`src/verilog/coproc_decoder_cfg.svh`:
```
// register map, field positions and reset values of the co-processor instruction decoder
// Notes on behaviour
// - each instruction gets exactly one of five classes, or none when unrecognised.
// - data op is bits 27:24 = 1110 with bit 4 clear; fields by position.
// - load is bits 27:25 = 110 with bit 20 set; fields by position.
// - store has the load layout but bit 20 clear.
// - core-to-coproc move writes the core value into the selected coproc register.
// - coproc-to-core move reads the selected coproc register out to the core.
// - bits 31:28 hold the condition that gates execution.
// - codes 0000-0111 test zero, carry, negative, overflow set or clear.
// - 1000 is carry and not zero; 1001 is not carry or zero.
// - 1010 passes when negative equals overflow; 1011 when they differ.
// - 1100 is not zero and n equals v; 1101 is zero or n differs.
// - primary and secondary opcodes are passed on uninterpreted.
// - the core base register field is ignored here.
// - core_transfer_reg names the core register of a move.
// - wide_data gives the data width of a load or store.
// - wide flag 0 is 32-bit data, 1 is 64-bit data.
// - the writeback flag is ignored here.
// - the 8-bit offset field is ignored here.
`ifndef COPROC_DECODER_CFG_SVH
`define COPROC_DECODER_CFG_SVH

`define OFS_INSTR       8'h00
`define OFS_FLAGS       8'h04
`define OFS_STATUS      8'h08
`define OFS_FIELDS      8'h0C
`define OFS_XFER_IN     8'h10
`define OFS_XFER_OUT    8'h14

`define RST_WORD        32'h0000_0000
`define RST_FLAGS       4'h0
`define RST_NIB         4'h0

`define FLAG_Z          0
`define FLAG_C          1
`define FLAG_N          2
`define FLAG_V          3

`define COND_HI         31
`define COND_LO         28
`define FMT4_HI         27
`define FMT4_LO         24
`define FMT3_LO         25
`define FMT_REGOP       4'hE
`define FMT_MEM         3'h6
`define DIR_BIT         20
`define KIND_BIT        4
`define WIDE_BIT        22
`define OP1_HI          23
`define OP1_LO          20
`define SRCA_HI         19
`define SRCA_LO         16
`define DEST_HI         15
`define DEST_LO         12
`define CPNUM_HI        11
`define CPNUM_LO        8
`define OP2_HI          7
`define OP2_LO          5
`define SRCB_HI         3
`define SRCB_LO         0

`define CC_EQ           4'h0
`define CC_NE           4'h1
`define CC_CS           4'h2
`define CC_CC           4'h3
`define CC_MI           4'h4
`define CC_PL           4'h5
`define CC_VS           4'h6
`define CC_VC           4'h7
`define CC_HI           4'h8
`define CC_LS           4'h9
`define CC_GE           4'hA
`define CC_LT           4'hB
`define CC_GT           4'hC
`define CC_LE           4'hD
`define CC_AL           4'hE
`define CC_NV           4'hF

`endif

```
`src/verilog/coproc_decoder_pkg.sv`:
```
// types shared by the co-processor instruction decoder
`default_nettype none
package coproc_decoder_pkg;
  typedef enum logic [4:0] {
    CLS_NONE  = 5'b00000,
    CLS_DATA  = 5'b00001,
    CLS_LOAD  = 5'b00010,
    CLS_STORE = 5'b00100,
    CLS_C2CP  = 5'b01000,
    CLS_CP2C  = 5'b10000
  } instr_class_t;

  typedef enum logic [2:0] {
    ST_IDLE   = 3'b001,
    ST_DECODE = 3'b010,
    ST_READ   = 3'b100
  } dec_state_t;
endpackage : coproc_decoder_pkg
`default_nettype wire

```
`src/verilog/coproc_reg_mem.sv`:
```
// co-processor register file with registered read data
`timescale 1ns/1ps
`default_nettype none
module coproc_reg_mem #(
  parameter int WIDTH = 32,
  parameter int DEPTH = 16,
  parameter int AW    = 4
) (
  // clock
  input  wire logic             pclk,
  // write port
  input  wire logic             we,
  input  wire logic [AW-1:0]    waddr,
  input  wire logic [WIDTH-1:0] wdata,
  // read port
  input  wire logic             re,
  input  wire logic [AW-1:0]    raddr,
  output logic      [WIDTH-1:0] rdata
);
  logic [WIDTH-1:0] mem [DEPTH];

  // no reset on the array: contents are undefined until written
  always_ff @(posedge pclk) begin
    if (we) begin
      mem[waddr] <= wdata;
    end
  end

  always_ff @(posedge pclk) begin
    if (re) begin
      rdata <= mem[raddr];
    end
  end
endmodule : coproc_reg_mem
`default_nettype wire

```
`src/verilog/coproc_instr_decoder.sv`:
```
// co-processor instruction decoder with apb register access
`timescale 1ns/1ps
`default_nettype none
`include "coproc_decoder_cfg.svh"
module coproc_instr_decoder #(
  parameter int AW    = 8,
  parameter int NREGS = 16
) (
  // clock and reset
  input  wire logic          pclk,
  input  wire logic          presetn,
  // apb slave
  input  wire logic          psel,
  input  wire logic          penable,
  input  wire logic          pwrite,
  input  wire logic [AW-1:0] paddr,
  input  wire logic [31:0]   pwdata,
  output logic      [31:0]   prdata,
  output logic               pready,
  output logic               pslverr,
  // decode result
  output logic      [4:0]    instr_class,
  output logic               cond_pass,
  output logic      [3:0]    core_transfer_reg,
  output logic               wide_data
);
  coproc_decoder_pkg::dec_state_t   state_q;
  coproc_decoder_pkg::instr_class_t cls_d;
  coproc_decoder_pkg::instr_class_t cls_q;
  logic [31:0] instr_q;
  logic [3:0]  flags_q;
  logic [31:0] xfer_in_q;
  logic [31:0] xfer_out_q;
  logic [31:0] mem_rdata;
  logic [31:0] rd_mux;
  logic        pass_d;
  logic        pass_q;
  logic        unrec_q;
  logic        wide_q;
  logic        done_q;
  logic [3:0]  op1_q;
  logic [2:0]  op2_q;
  logic [3:0]  srca_q;
  logic [3:0]  dest_q;
  logic [3:0]  cpnum_q;
  logic [3:0]  srcb_q;
  logic [3:0]  core_reg_q;
  logic        acc_first;
  logic        take;
  logic        wr_take;
  logic        mem_we;
  logic        mem_re;
  logic        busy;

  // true when the address names a mapped register
  function automatic logic addr_hit(input logic [AW-1:0] a);
    addr_hit = (a == `OFS_INSTR) || (a == `OFS_FLAGS) || (a == `OFS_STATUS) ||
               (a == `OFS_FIELDS) || (a == `OFS_XFER_IN) || (a == `OFS_XFER_OUT);
  endfunction : addr_hit

  // condition evaluation against z, c, n, v
  function automatic logic cond_eval(input logic [3:0] cc, input logic [3:0] f);
    logic z;
    logic c;
    logic n;
    logic v;
    z = f[`FLAG_Z];
    c = f[`FLAG_C];
    n = f[`FLAG_N];
    v = f[`FLAG_V];
    case (cc)
      `CC_EQ:  cond_eval = z;
      `CC_NE:  cond_eval = !z;
      `CC_CS:  cond_eval = c;
      `CC_CC:  cond_eval = !c;
      `CC_MI:  cond_eval = n;
      `CC_PL:  cond_eval = !n;
      `CC_VS:  cond_eval = v;
      `CC_VC:  cond_eval = !v;
      `CC_HI:  cond_eval = c && !z;
      `CC_LS:  cond_eval = !c || z;
      `CC_GE:  cond_eval = (n == v);
      `CC_LT:  cond_eval = (n != v);
      `CC_GT:  cond_eval = !z && (n == v);
      `CC_LE:  cond_eval = z || (n != v);
      `CC_AL:  cond_eval = 1'b1;
      default: cond_eval = 1'b0;                   // never
    endcase
  endfunction : cond_eval

  assign busy      = (state_q != coproc_decoder_pkg::ST_IDLE);
  assign acc_first = psel && penable && !pready;
  assign take      = psel && penable && pready;
  assign wr_take   = take && pwrite && !pslverr;

  // class decode; base reg, p, u, w and offset bits are never looked at
  always_comb begin
    cls_d = coproc_decoder_pkg::CLS_NONE;
    if (instr_q[`FMT4_HI:`FMT4_LO] == `FMT_REGOP) begin
      if (instr_q[`KIND_BIT]) begin
        cls_d = instr_q[`DIR_BIT] ? coproc_decoder_pkg::CLS_CP2C : coproc_decoder_pkg::CLS_C2CP;
      end else begin
        cls_d = coproc_decoder_pkg::CLS_DATA;
      end
    end else if (instr_q[`FMT4_HI:`FMT3_LO] == `FMT_MEM) begin
      cls_d = instr_q[`DIR_BIT] ? coproc_decoder_pkg::CLS_LOAD : coproc_decoder_pkg::CLS_STORE;
    end
  end

  assign pass_d = cond_eval(instr_q[`COND_HI:`COND_LO], flags_q);

  // register moves only happen when the condition passes
  assign mem_we = (state_q == coproc_decoder_pkg::ST_DECODE) && pass_d &&
                  (cls_d == coproc_decoder_pkg::CLS_C2CP);
  assign mem_re = (state_q == coproc_decoder_pkg::ST_DECODE) && pass_d &&
                  (cls_d == coproc_decoder_pkg::CLS_CP2C);

  coproc_reg_mem #(
    .WIDTH (32),
    .DEPTH (NREGS),
    .AW    (4)
  ) u_regs (
    .pclk  (pclk),
    .we    (mem_we),
    .waddr (instr_q[`SRCA_HI:`SRCA_LO]),
    .wdata (xfer_in_q),
    .re    (mem_re),
    .raddr (instr_q[`SRCA_HI:`SRCA_LO]),
    .rdata (mem_rdata)
  );

  // sequencer: a write to the instruction register starts one decode
  always_ff @(posedge pclk or negedge presetn) begin
    if (!presetn) begin
      state_q <= coproc_decoder_pkg::ST_IDLE;
    end else begin
      case (state_q)
        coproc_decoder_pkg::ST_IDLE: begin
          if (wr_take && paddr == `OFS_INSTR) begin
            state_q <= coproc_decoder_pkg::ST_DECODE;
          end
        end
        coproc_decoder_pkg::ST_DECODE: begin
          state_q <= mem_re ? coproc_decoder_pkg::ST_READ : coproc_decoder_pkg::ST_IDLE;
        end
        coproc_decoder_pkg::ST_READ: begin
          state_q <= coproc_decoder_pkg::ST_IDLE;
        end
        default: begin
          state_q <= coproc_decoder_pkg::ST_IDLE;
        end
      endcase
    end
  end

  // software-written registers
  always_ff @(posedge pclk or negedge presetn) begin
    if (!presetn) begin
      instr_q   <= `RST_WORD;
      flags_q   <= `RST_FLAGS;
      xfer_in_q <= `RST_WORD;
    end else if (wr_take) begin
      if (paddr == `OFS_INSTR) begin
        instr_q <= pwdata;
      end
      if (paddr == `OFS_FLAGS) begin
        flags_q <= pwdata[3:0];
      end
      if (paddr == `OFS_XFER_IN) begin
        xfer_in_q <= pwdata;
      end
    end
  end

  // decode results are latched once per instruction
  always_ff @(posedge pclk or negedge presetn) begin
    if (!presetn) begin
      cls_q      <= coproc_decoder_pkg::CLS_NONE;
      pass_q     <= 1'b0;
      unrec_q    <= 1'b0;
      wide_q     <= 1'b0;
      op1_q      <= `RST_NIB;
      op2_q      <= 3'h0;
      srca_q     <= `RST_NIB;
      dest_q     <= `RST_NIB;
      cpnum_q    <= `RST_NIB;
      srcb_q     <= `RST_NIB;
      core_reg_q <= `RST_NIB;
    end else if (state_q == coproc_decoder_pkg::ST_DECODE) begin
      cls_q   <= cls_d;
      pass_q  <= pass_d;
      unrec_q <= (cls_d == coproc_decoder_pkg::CLS_NONE);
      // 0 is 32-bit data, 1 is 64-bit data; only meaningful for load and store
      wide_q  <= ((cls_d == coproc_decoder_pkg::CLS_LOAD) || (cls_d == coproc_decoder_pkg::CLS_STORE)) &&
                 instr_q[`WIDE_BIT];
      // opcodes are handed on raw; their meaning belongs to the operation map
      op1_q   <= instr_q[`OP1_HI:`OP1_LO];
      op2_q   <= instr_q[`OP2_HI:`OP2_LO];
      srca_q  <= instr_q[`SRCA_HI:`SRCA_LO];
      dest_q  <= instr_q[`DEST_HI:`DEST_LO];
      cpnum_q <= instr_q[`CPNUM_HI:`CPNUM_LO];
      srcb_q  <= instr_q[`SRCB_HI:`SRCB_LO];
      if ((cls_d == coproc_decoder_pkg::CLS_C2CP) || (cls_d == coproc_decoder_pkg::CLS_CP2C)) begin
        core_reg_q <= instr_q[`DEST_HI:`DEST_LO];
      end
    end
  end

  // move result toward the core
  always_ff @(posedge pclk or negedge presetn) begin
    if (!presetn) begin
      xfer_out_q <= `RST_WORD;
    end else if (state_q == coproc_decoder_pkg::ST_READ) begin
      xfer_out_q <= mem_rdata;
    end
  end

  // done flag: hardware set wins over the clear by a new instruction write
  always_ff @(posedge pclk or negedge presetn) begin
    if (!presetn) begin
      done_q <= 1'b0;
    end else if (state_q == coproc_decoder_pkg::ST_DECODE && !mem_re) begin
      done_q <= 1'b1;
    end else if (state_q == coproc_decoder_pkg::ST_READ) begin
      done_q <= 1'b1;
    end else if (wr_take && paddr == `OFS_INSTR) begin
      done_q <= 1'b0;
    end
  end

  always_comb begin
    rd_mux = `RST_WORD;
    case (paddr)
      `OFS_INSTR:    rd_mux = instr_q;
      `OFS_FLAGS:    rd_mux = {28'h000_0000, flags_q};
      `OFS_STATUS:   rd_mux = {19'h0_0000, done_q, wide_q, unrec_q, busy, pass_q, 3'h0, cls_q};
      `OFS_FIELDS:   rd_mux = {8'h00, srcb_q, cpnum_q, dest_q, srca_q, 1'b0, op2_q, op1_q};
      `OFS_XFER_IN:  rd_mux = xfer_in_q;
      `OFS_XFER_OUT: rd_mux = xfer_out_q;
      default:       rd_mux = `RST_WORD;
    endcase
  end

  // apb: one wait cycle, so every answer leaves a flop; an instruction write while busy is refused
  always_ff @(posedge pclk or negedge presetn) begin
    if (!presetn) begin
      pready  <= 1'b0;
      pslverr <= 1'b0;
      prdata  <= `RST_WORD;
    end else begin
      pready  <= acc_first;
      pslverr <= acc_first && (!addr_hit(paddr) || (pwrite && paddr == `OFS_INSTR && busy));
      if (acc_first && !pwrite) begin
        prdata <= rd_mux;
      end
    end
  end

  // decode outputs
  always_ff @(posedge pclk or negedge presetn) begin
    if (!presetn) begin
      instr_class       <= 5'h00;
      cond_pass         <= 1'b0;
      core_transfer_reg <= `RST_NIB;
      wide_data         <= 1'b0;
    end else begin
      instr_class       <= cls_q;
      cond_pass         <= pass_q;
      core_transfer_reg <= core_reg_q;
      wide_data         <= wide_q;
    end
  end
endmodule : coproc_instr_decoder
`default_nettype wire

```
`config.mk`:
```
export PLATFORM = sky130hd
export DESIGN_NAME = coproc_instr_decoder
export DESIGN_NICKNAME = d
export VERILOG_FILES = /design/src/verilog/coproc_decoder_pkg.sv /design/src/verilog/coproc_reg_mem.sv /design/src/verilog/coproc_instr_decoder.sv
export VERILOG_INCLUDE_DIRS = /design/src /design/src/verilog
export SDC_FILE = /design/constraint.sdc
export NUM_CORES = 1
export LEC_CHECK = 0
export CORE_UTILIZATION = 40
export CTS_CLUSTER_SIZE = 14
export DETAILED_ROUTE_END_ITERATION = 16
export DONT_BUFFER_PORTS = 1
export GPL_ROUTABILITY_DRIVEN = 0
export PLACE_DENSITY = 0.53
export REMOVE_ABC_BUFFERS = 1
export SETUP_SLACK_MARGIN = 0.4
export SLEW_MARGIN = 20
export SYNTH_ARGS = -nofsm -noshare
export SYNTH_HDL_FRONTEND = slang
export SYNTH_SLANG_ARGS = --single-unit
```
`constraint.sdc`:
```
create_clock -name pclk -period 6.1 [get_ports pclk]
set_input_delay 0.61 -clock pclk [delete_from_list [all_inputs] [get_ports pclk]]
set_output_delay 0.61 -clock pclk [all_outputs]
set_load 0.1 [all_outputs]
```
# Yosys cells after proc, flatten, opt, wreduce, memory -nomap -nowiden
# Memory sizes are Yosys's and may differ from the RTL's. A register that Yosys moved wholly into a read port is not among the register bits.
# Cells that the tools add are included.
# W data, S select, Z words.
# word_totals
ram_bits	512
register_bits	184
input_bits	45
word_cells	116
n_memories	1
# op_classes
eq_ne	32
mux	15
n_reduce_logical	44
# mem_list
name	depth	width	read_ports	rd_ports_with_merged_regs	write_ports	line_no	rtl
u_regs.mem	16	32	1	1	1	coproc_reg_mem.sv:20	logic [WIDTH-1:0] mem [DEPTH];
# op_table
operator	n
$pmux W32 S6	1
$eq A4 B4 Y1 const B	8
$logic_and A1 B1 Y1	17
$eq A4 B3 Y1 const B	4
$eq A8 B4 Y1 const B	2
$eq A8 B5 Y1 const B	2
$mux W5	3
$pmux W1 S15	1
$mux W3	4
$logic_or A1 B1 Y1	10
$logic_not A1 Y1	9
$eq A4 B2 Y1 const B	2
$eq A8 B3 Y1 const B	1
$logic_not A8 Y1	1
$reduce_and A2 Y1	4
$eq A3 B3 Y1 const B	2
$pmux W3 S2	1
$eq A5 B2 Y1 const B	1
$eq A5 B3 Y1 const B	1
$eq A5 B4 Y1 const B	1
$eq A5 B5 Y1 const B	1
$logic_not A5 Y1	1
$mux W1	5
$eq A4 B1 Y1 const B	1
other kinds (8)	8

# Logic depth before layout (Yosys ltp)
# logic_depth
ltp_word	9
ltp_mapped	7
depth_no_buf	5

# By module
# From an unflattened synthesis, not the netlist that was laid out.
# unflattened
hier_cells	1479
hier_area_um2	28000.6
# modules_own_cells
mod	area_each_um2	n_inst	cells_each
coproc_reg_mem	20156.8	1	838
coproc_instr_decoder	7843.8	1	641

# Worst setup path before layout
# OpenSTA, ideal clock, no wires.
# synth_timing
kind	register -> register
start	reg instr_q[29]
end	mem u_regs.mem[12][0] (enable)
path_stages_with_launch	7
setup_ns	0.502
n_path_buf	2
setup_slack_ns	1.017
arrival_ns	4.581
t_required_ns	5.598
period_less_slack_ns	5.083
path_cell_list	dfrtp_1 > clkbuf_1 > or4_1 > nand3_1 > a2111oi_2 > buf_2 > nor4_1
# synth_via
elab_chain_cells	6
elab_cells_between_ends	20
classes_between	eq/ne (14); mux (3); reduce/logical (3)
# synth_lines
item	line_no	rtl
from (decl)	coproc_instr_decoder.sv:30	logic [31:0] instr_q;
from (signal assigned)	coproc_instr_decoder.sv:159	instr_q <= `RST_WORD;
from (signal assigned)	coproc_instr_decoder.sv:164	instr_q <= pwdata;
$eq A4 B4 Y1 (tied with other cells)	coproc_instr_decoder.sv:71	case (cc)
$pmux W1 S15 *	coproc_instr_decoder.sv:71	
$logic_and A1 B1 Y1 * (2 in a row)	coproc_instr_decoder.sv:113	assign mem_we = (state_q == coproc_decoder_pkg::ST_DECODE) && pass_d &&
$mux W1 *	coproc_reg_mem.sv:24	if (we) begin
$mux W1 (implied by the code) *	coproc_reg_mem.sv:25	mem[waddr] <= wdata;
to (decl)	coproc_reg_mem.sv:20	
# Mark *: on every way between the ends. The rest lies on a longest branch, timed or not.

# Worst setup path in the final report
# layout_timing
start	reg state_q[2]
end	mem u_regs.mem[12][5] (enable)
# layout_via
elab_chain_cells	5
# layout_lines
item	line_no	rtl
from (decl)	coproc_instr_decoder.sv:27	coproc_decoder_pkg::dec_state_t state_q;
from (signal assigned)	coproc_instr_decoder.sv:135	state_q <= coproc_decoder_pkg::ST_IDLE;
from (signal assigned)	coproc_instr_decoder.sv:140	state_q <= coproc_decoder_pkg::ST_DECODE;
from (signal assigned)	coproc_instr_decoder.sv:144	state_q <= mem_re ? coproc_decoder_pkg::ST_READ : coproc_decoder_pkg::ST_IDLE;
$eq A3 B2 Y1	coproc_instr_decoder.sv:113	
$logic_and A1 B1 Y1 (2 in a row)	coproc_instr_decoder.sv:113	
$mux W1	coproc_reg_mem.sv:24	
$mux W1 (implied by the code)	coproc_reg_mem.sv:25	
# No other way between the ends.

==> out/metrics.cfg <==
[detailed_routing]
drtIter0Drc = 1447
postRouteAntennaNets = 0
top_layer = met5
dr_wl_met2_um = 35800
routed_wl_um = 75500
avgRoutedWirePerCell_um = 30.5
wl_met3_um = 5810
route.detailed.drc = 0
drt-met1-wl_um = 32000
via_count = 14144
drtPass1Iterations = 7
viasPerCell = 5.71

[worst_setup_path]
rr_startpoint = state_q[2]
critical_path_class = reg2reg
critPathLaunch = state_q[2]
crit_arrival_ns = 3.78
reg2regPathDepth = 6
crit_fanout = 28
start_kind = flop
crit_required_ns = 6.35
cp-end-kind = flop

[power]
leakage_nw = 9.93
ir_drop_mv = 0.219
p_per_area_nw_per_um2 = 316
total_power_mw = 10.1

[sta]
fmax_ghz = 0.284
hold_viol_final = 0
worst_pin_slew_ns = 1.08
setup_violations = 0
final.setup_skew_ns = 0.0296
rsz0062_at_grt = no
setup_tns_ns = 0
fin_crit_sh = 0.578
setup_slack_ns = 2.58
drv_slew = 0
max_slew_margin = 0.278
finalCriticalPeriod_ns = 3.52

[status]
status = finished clean

[die]
die_w_um = 268
num_rows = 97
die_area_um2 = 71900
start_util = 0.405
ioPinCount = 90
core_area_um2 = 70000
die_y_um = 268

[synth]
yosys-top-cells-area = edfxtp_1 58%, dfrtp_1 16%, mux4_2 13%, mux2_2 2.0%, mux2_4 1.6%
netlist-cell-type-count = 54
synth.top_cell.area_share = 0.577
ys_warn_count = 0
synth_top_area_cell = edfxtp_1
syn_area_um2 = 28300
postSynthCellCount = 1419
async_flop_share = 0.253
synth_ff_type = edfxtp_1
ys_seq_elements = 728
syn_avg_cell_area_um2 = 20.0
synth_edf_count = 544
yosysSeqAreaShare = 0.739

[finish]
fillers = 5915
fin_nets = 1515
top_register = u_regs.mem
largest_register_ffs = 512
syn2layout_area_growth_pct = 13.3
final_layout_size_suffix_gt1_frac = 0.288
layoutNonFillerInstCount = 2475
utilization = 0.459

[place]
place_inst = 2330
dp_hpwl_um = 43400
preCtsSetupSlack_ns = 2.61
numPortBuffers = 0

[clocking]
numCtsBuffers = 77
cts_setup_buffers = 0
ctsRootBufferMaster = clkbuf_16
clk_pin_slew_worst_paths_ns = 0.06
htreeDepth = 3
cts_tree = yes
clockBufferDepth = 3
postCtsHoldBufs = 1
ctsResizeCount = 0
clock_latency_ns = 0.64
cts.sinks = 728

[grt]
grt_use_total = 0.217
grt_max_degree = 185
grt_pass1_wl_um = 109000
antenna_found_initial = 2
grt_overflow = 0
grt_pass1_vias = 14592

[min_path]
worst_hold_path_type = in2async

[job]
cap_violations = 0

[worst max-delay path: stages (launching register included)]
cell	delay, ns
dfrtp_1	0.39
nor2_1	0.18
and2_1	0.15
buf_4	0.38
nand4_1	0.89
nor4_2	0.60
buf_4	0.53
[layout by cell type (no fill, tap or decap), types with 24 or more instances in the layout]
cell	n
edfxtp_1	544
mux2_2	51
mux2_1	29
mux2_4	30
nor2_1	37
clkbuf_1	24
dfrtp_1	179
buf_4	53
o21ai_0	27
mux4_2	160
mux2i_1	27
nand2_1	103
clkbuf_16	79
[where the power goes]
| group | internal (mW) | leakage, nW | switching [mW] | total, mW |
|---|---|---|---|---|
| Combinational | 0.0317 | 2.33 | 0.0686 | 0.100 |
| Clock | 2.61 | 1.19 | 1.94 | 4.54 |
| Sequential | 5.29 | 6.41 | 0.205 | 5.50 |
[cells in the mapped netlist (all sizes together) (2+ instances only)]
master	instances
nor3	11
edfxtp	544
mux4	160
inv	3
nand3	7
xor2	2
xnor2	2
mux2	110
nand2b	4
nor2b	2
a31oi	3
or2	2
mux2i	27
dfrtp	183
o21ai	27
a32o	5
a21oi	14
a41oi	2
a221oi	14
nand2	104
nor4	17
nor3b	3
a221o	13
a22o	19
clkbuf	47
nand4	2
nor2	37
buf	35
and2	5
[stage by stage]
stage | hold WS [ns] | instance area [µm²]
floorplan | 0.314 | 27900
global placement | 0.319 | 29600
detailed placement | 0.320 | 29600
CTS | 0.0790 | 32100
global route | 0.0915 | 32100
finish | 0.00274 | 32100
[layout make-up]
type	count	area, µm²	area share
Inverter	3	11.3	0.000351
Clock inverter	33	269	0.00838
Timing Repair Buffer	54	425	0.0132
Antenna cell	1	2.50	0.0000779
Multi-Input combinational cell	606	7110	0.222
Clock buffer	110	2160	0.0674
Tap cell	940	1180	0.0366
Sequential cell	728	21000	0.652
[kinds of logic (layout without fill, tap and decap cells)]
logic type / Yosys count / in the layout / synth area share
compound gates: 103 / 103 / 0.0271
simple gates: 202 / 202 / 0.0335
other cells: 0 / 1 / 0
buf+inv: 85 / 200 / 0.0147
xor+xnor: 4 / 4 / 0.00124
flops: 728 / 728 / 0.739
mux: 297 / 297 / 0.184
[metal layers]
metal / track usage / up-vias
met5: 0 / -
met4: 0.0712 / 2
met3: 0.0541 / 111
met2: 0.338 / 522
met1: 0.300 / 7662
li1: - / 5847
[final timing paths]
path	slack, ns	end
worst min register to register	0.38	core_transfer_reg[1]
worst max register to register	2.58	u_regs.mem[12][5]
max in group asynchronous	5.18	instr_q[19]
worst min-delay path	0.003	xfer_in_q[3]
min in group pclk	0.11	instr_q[12]
worst max-delay path	2.58	u_regs.mem[12][5]
No activity file was read; power rests on OpenSTA's default activity.
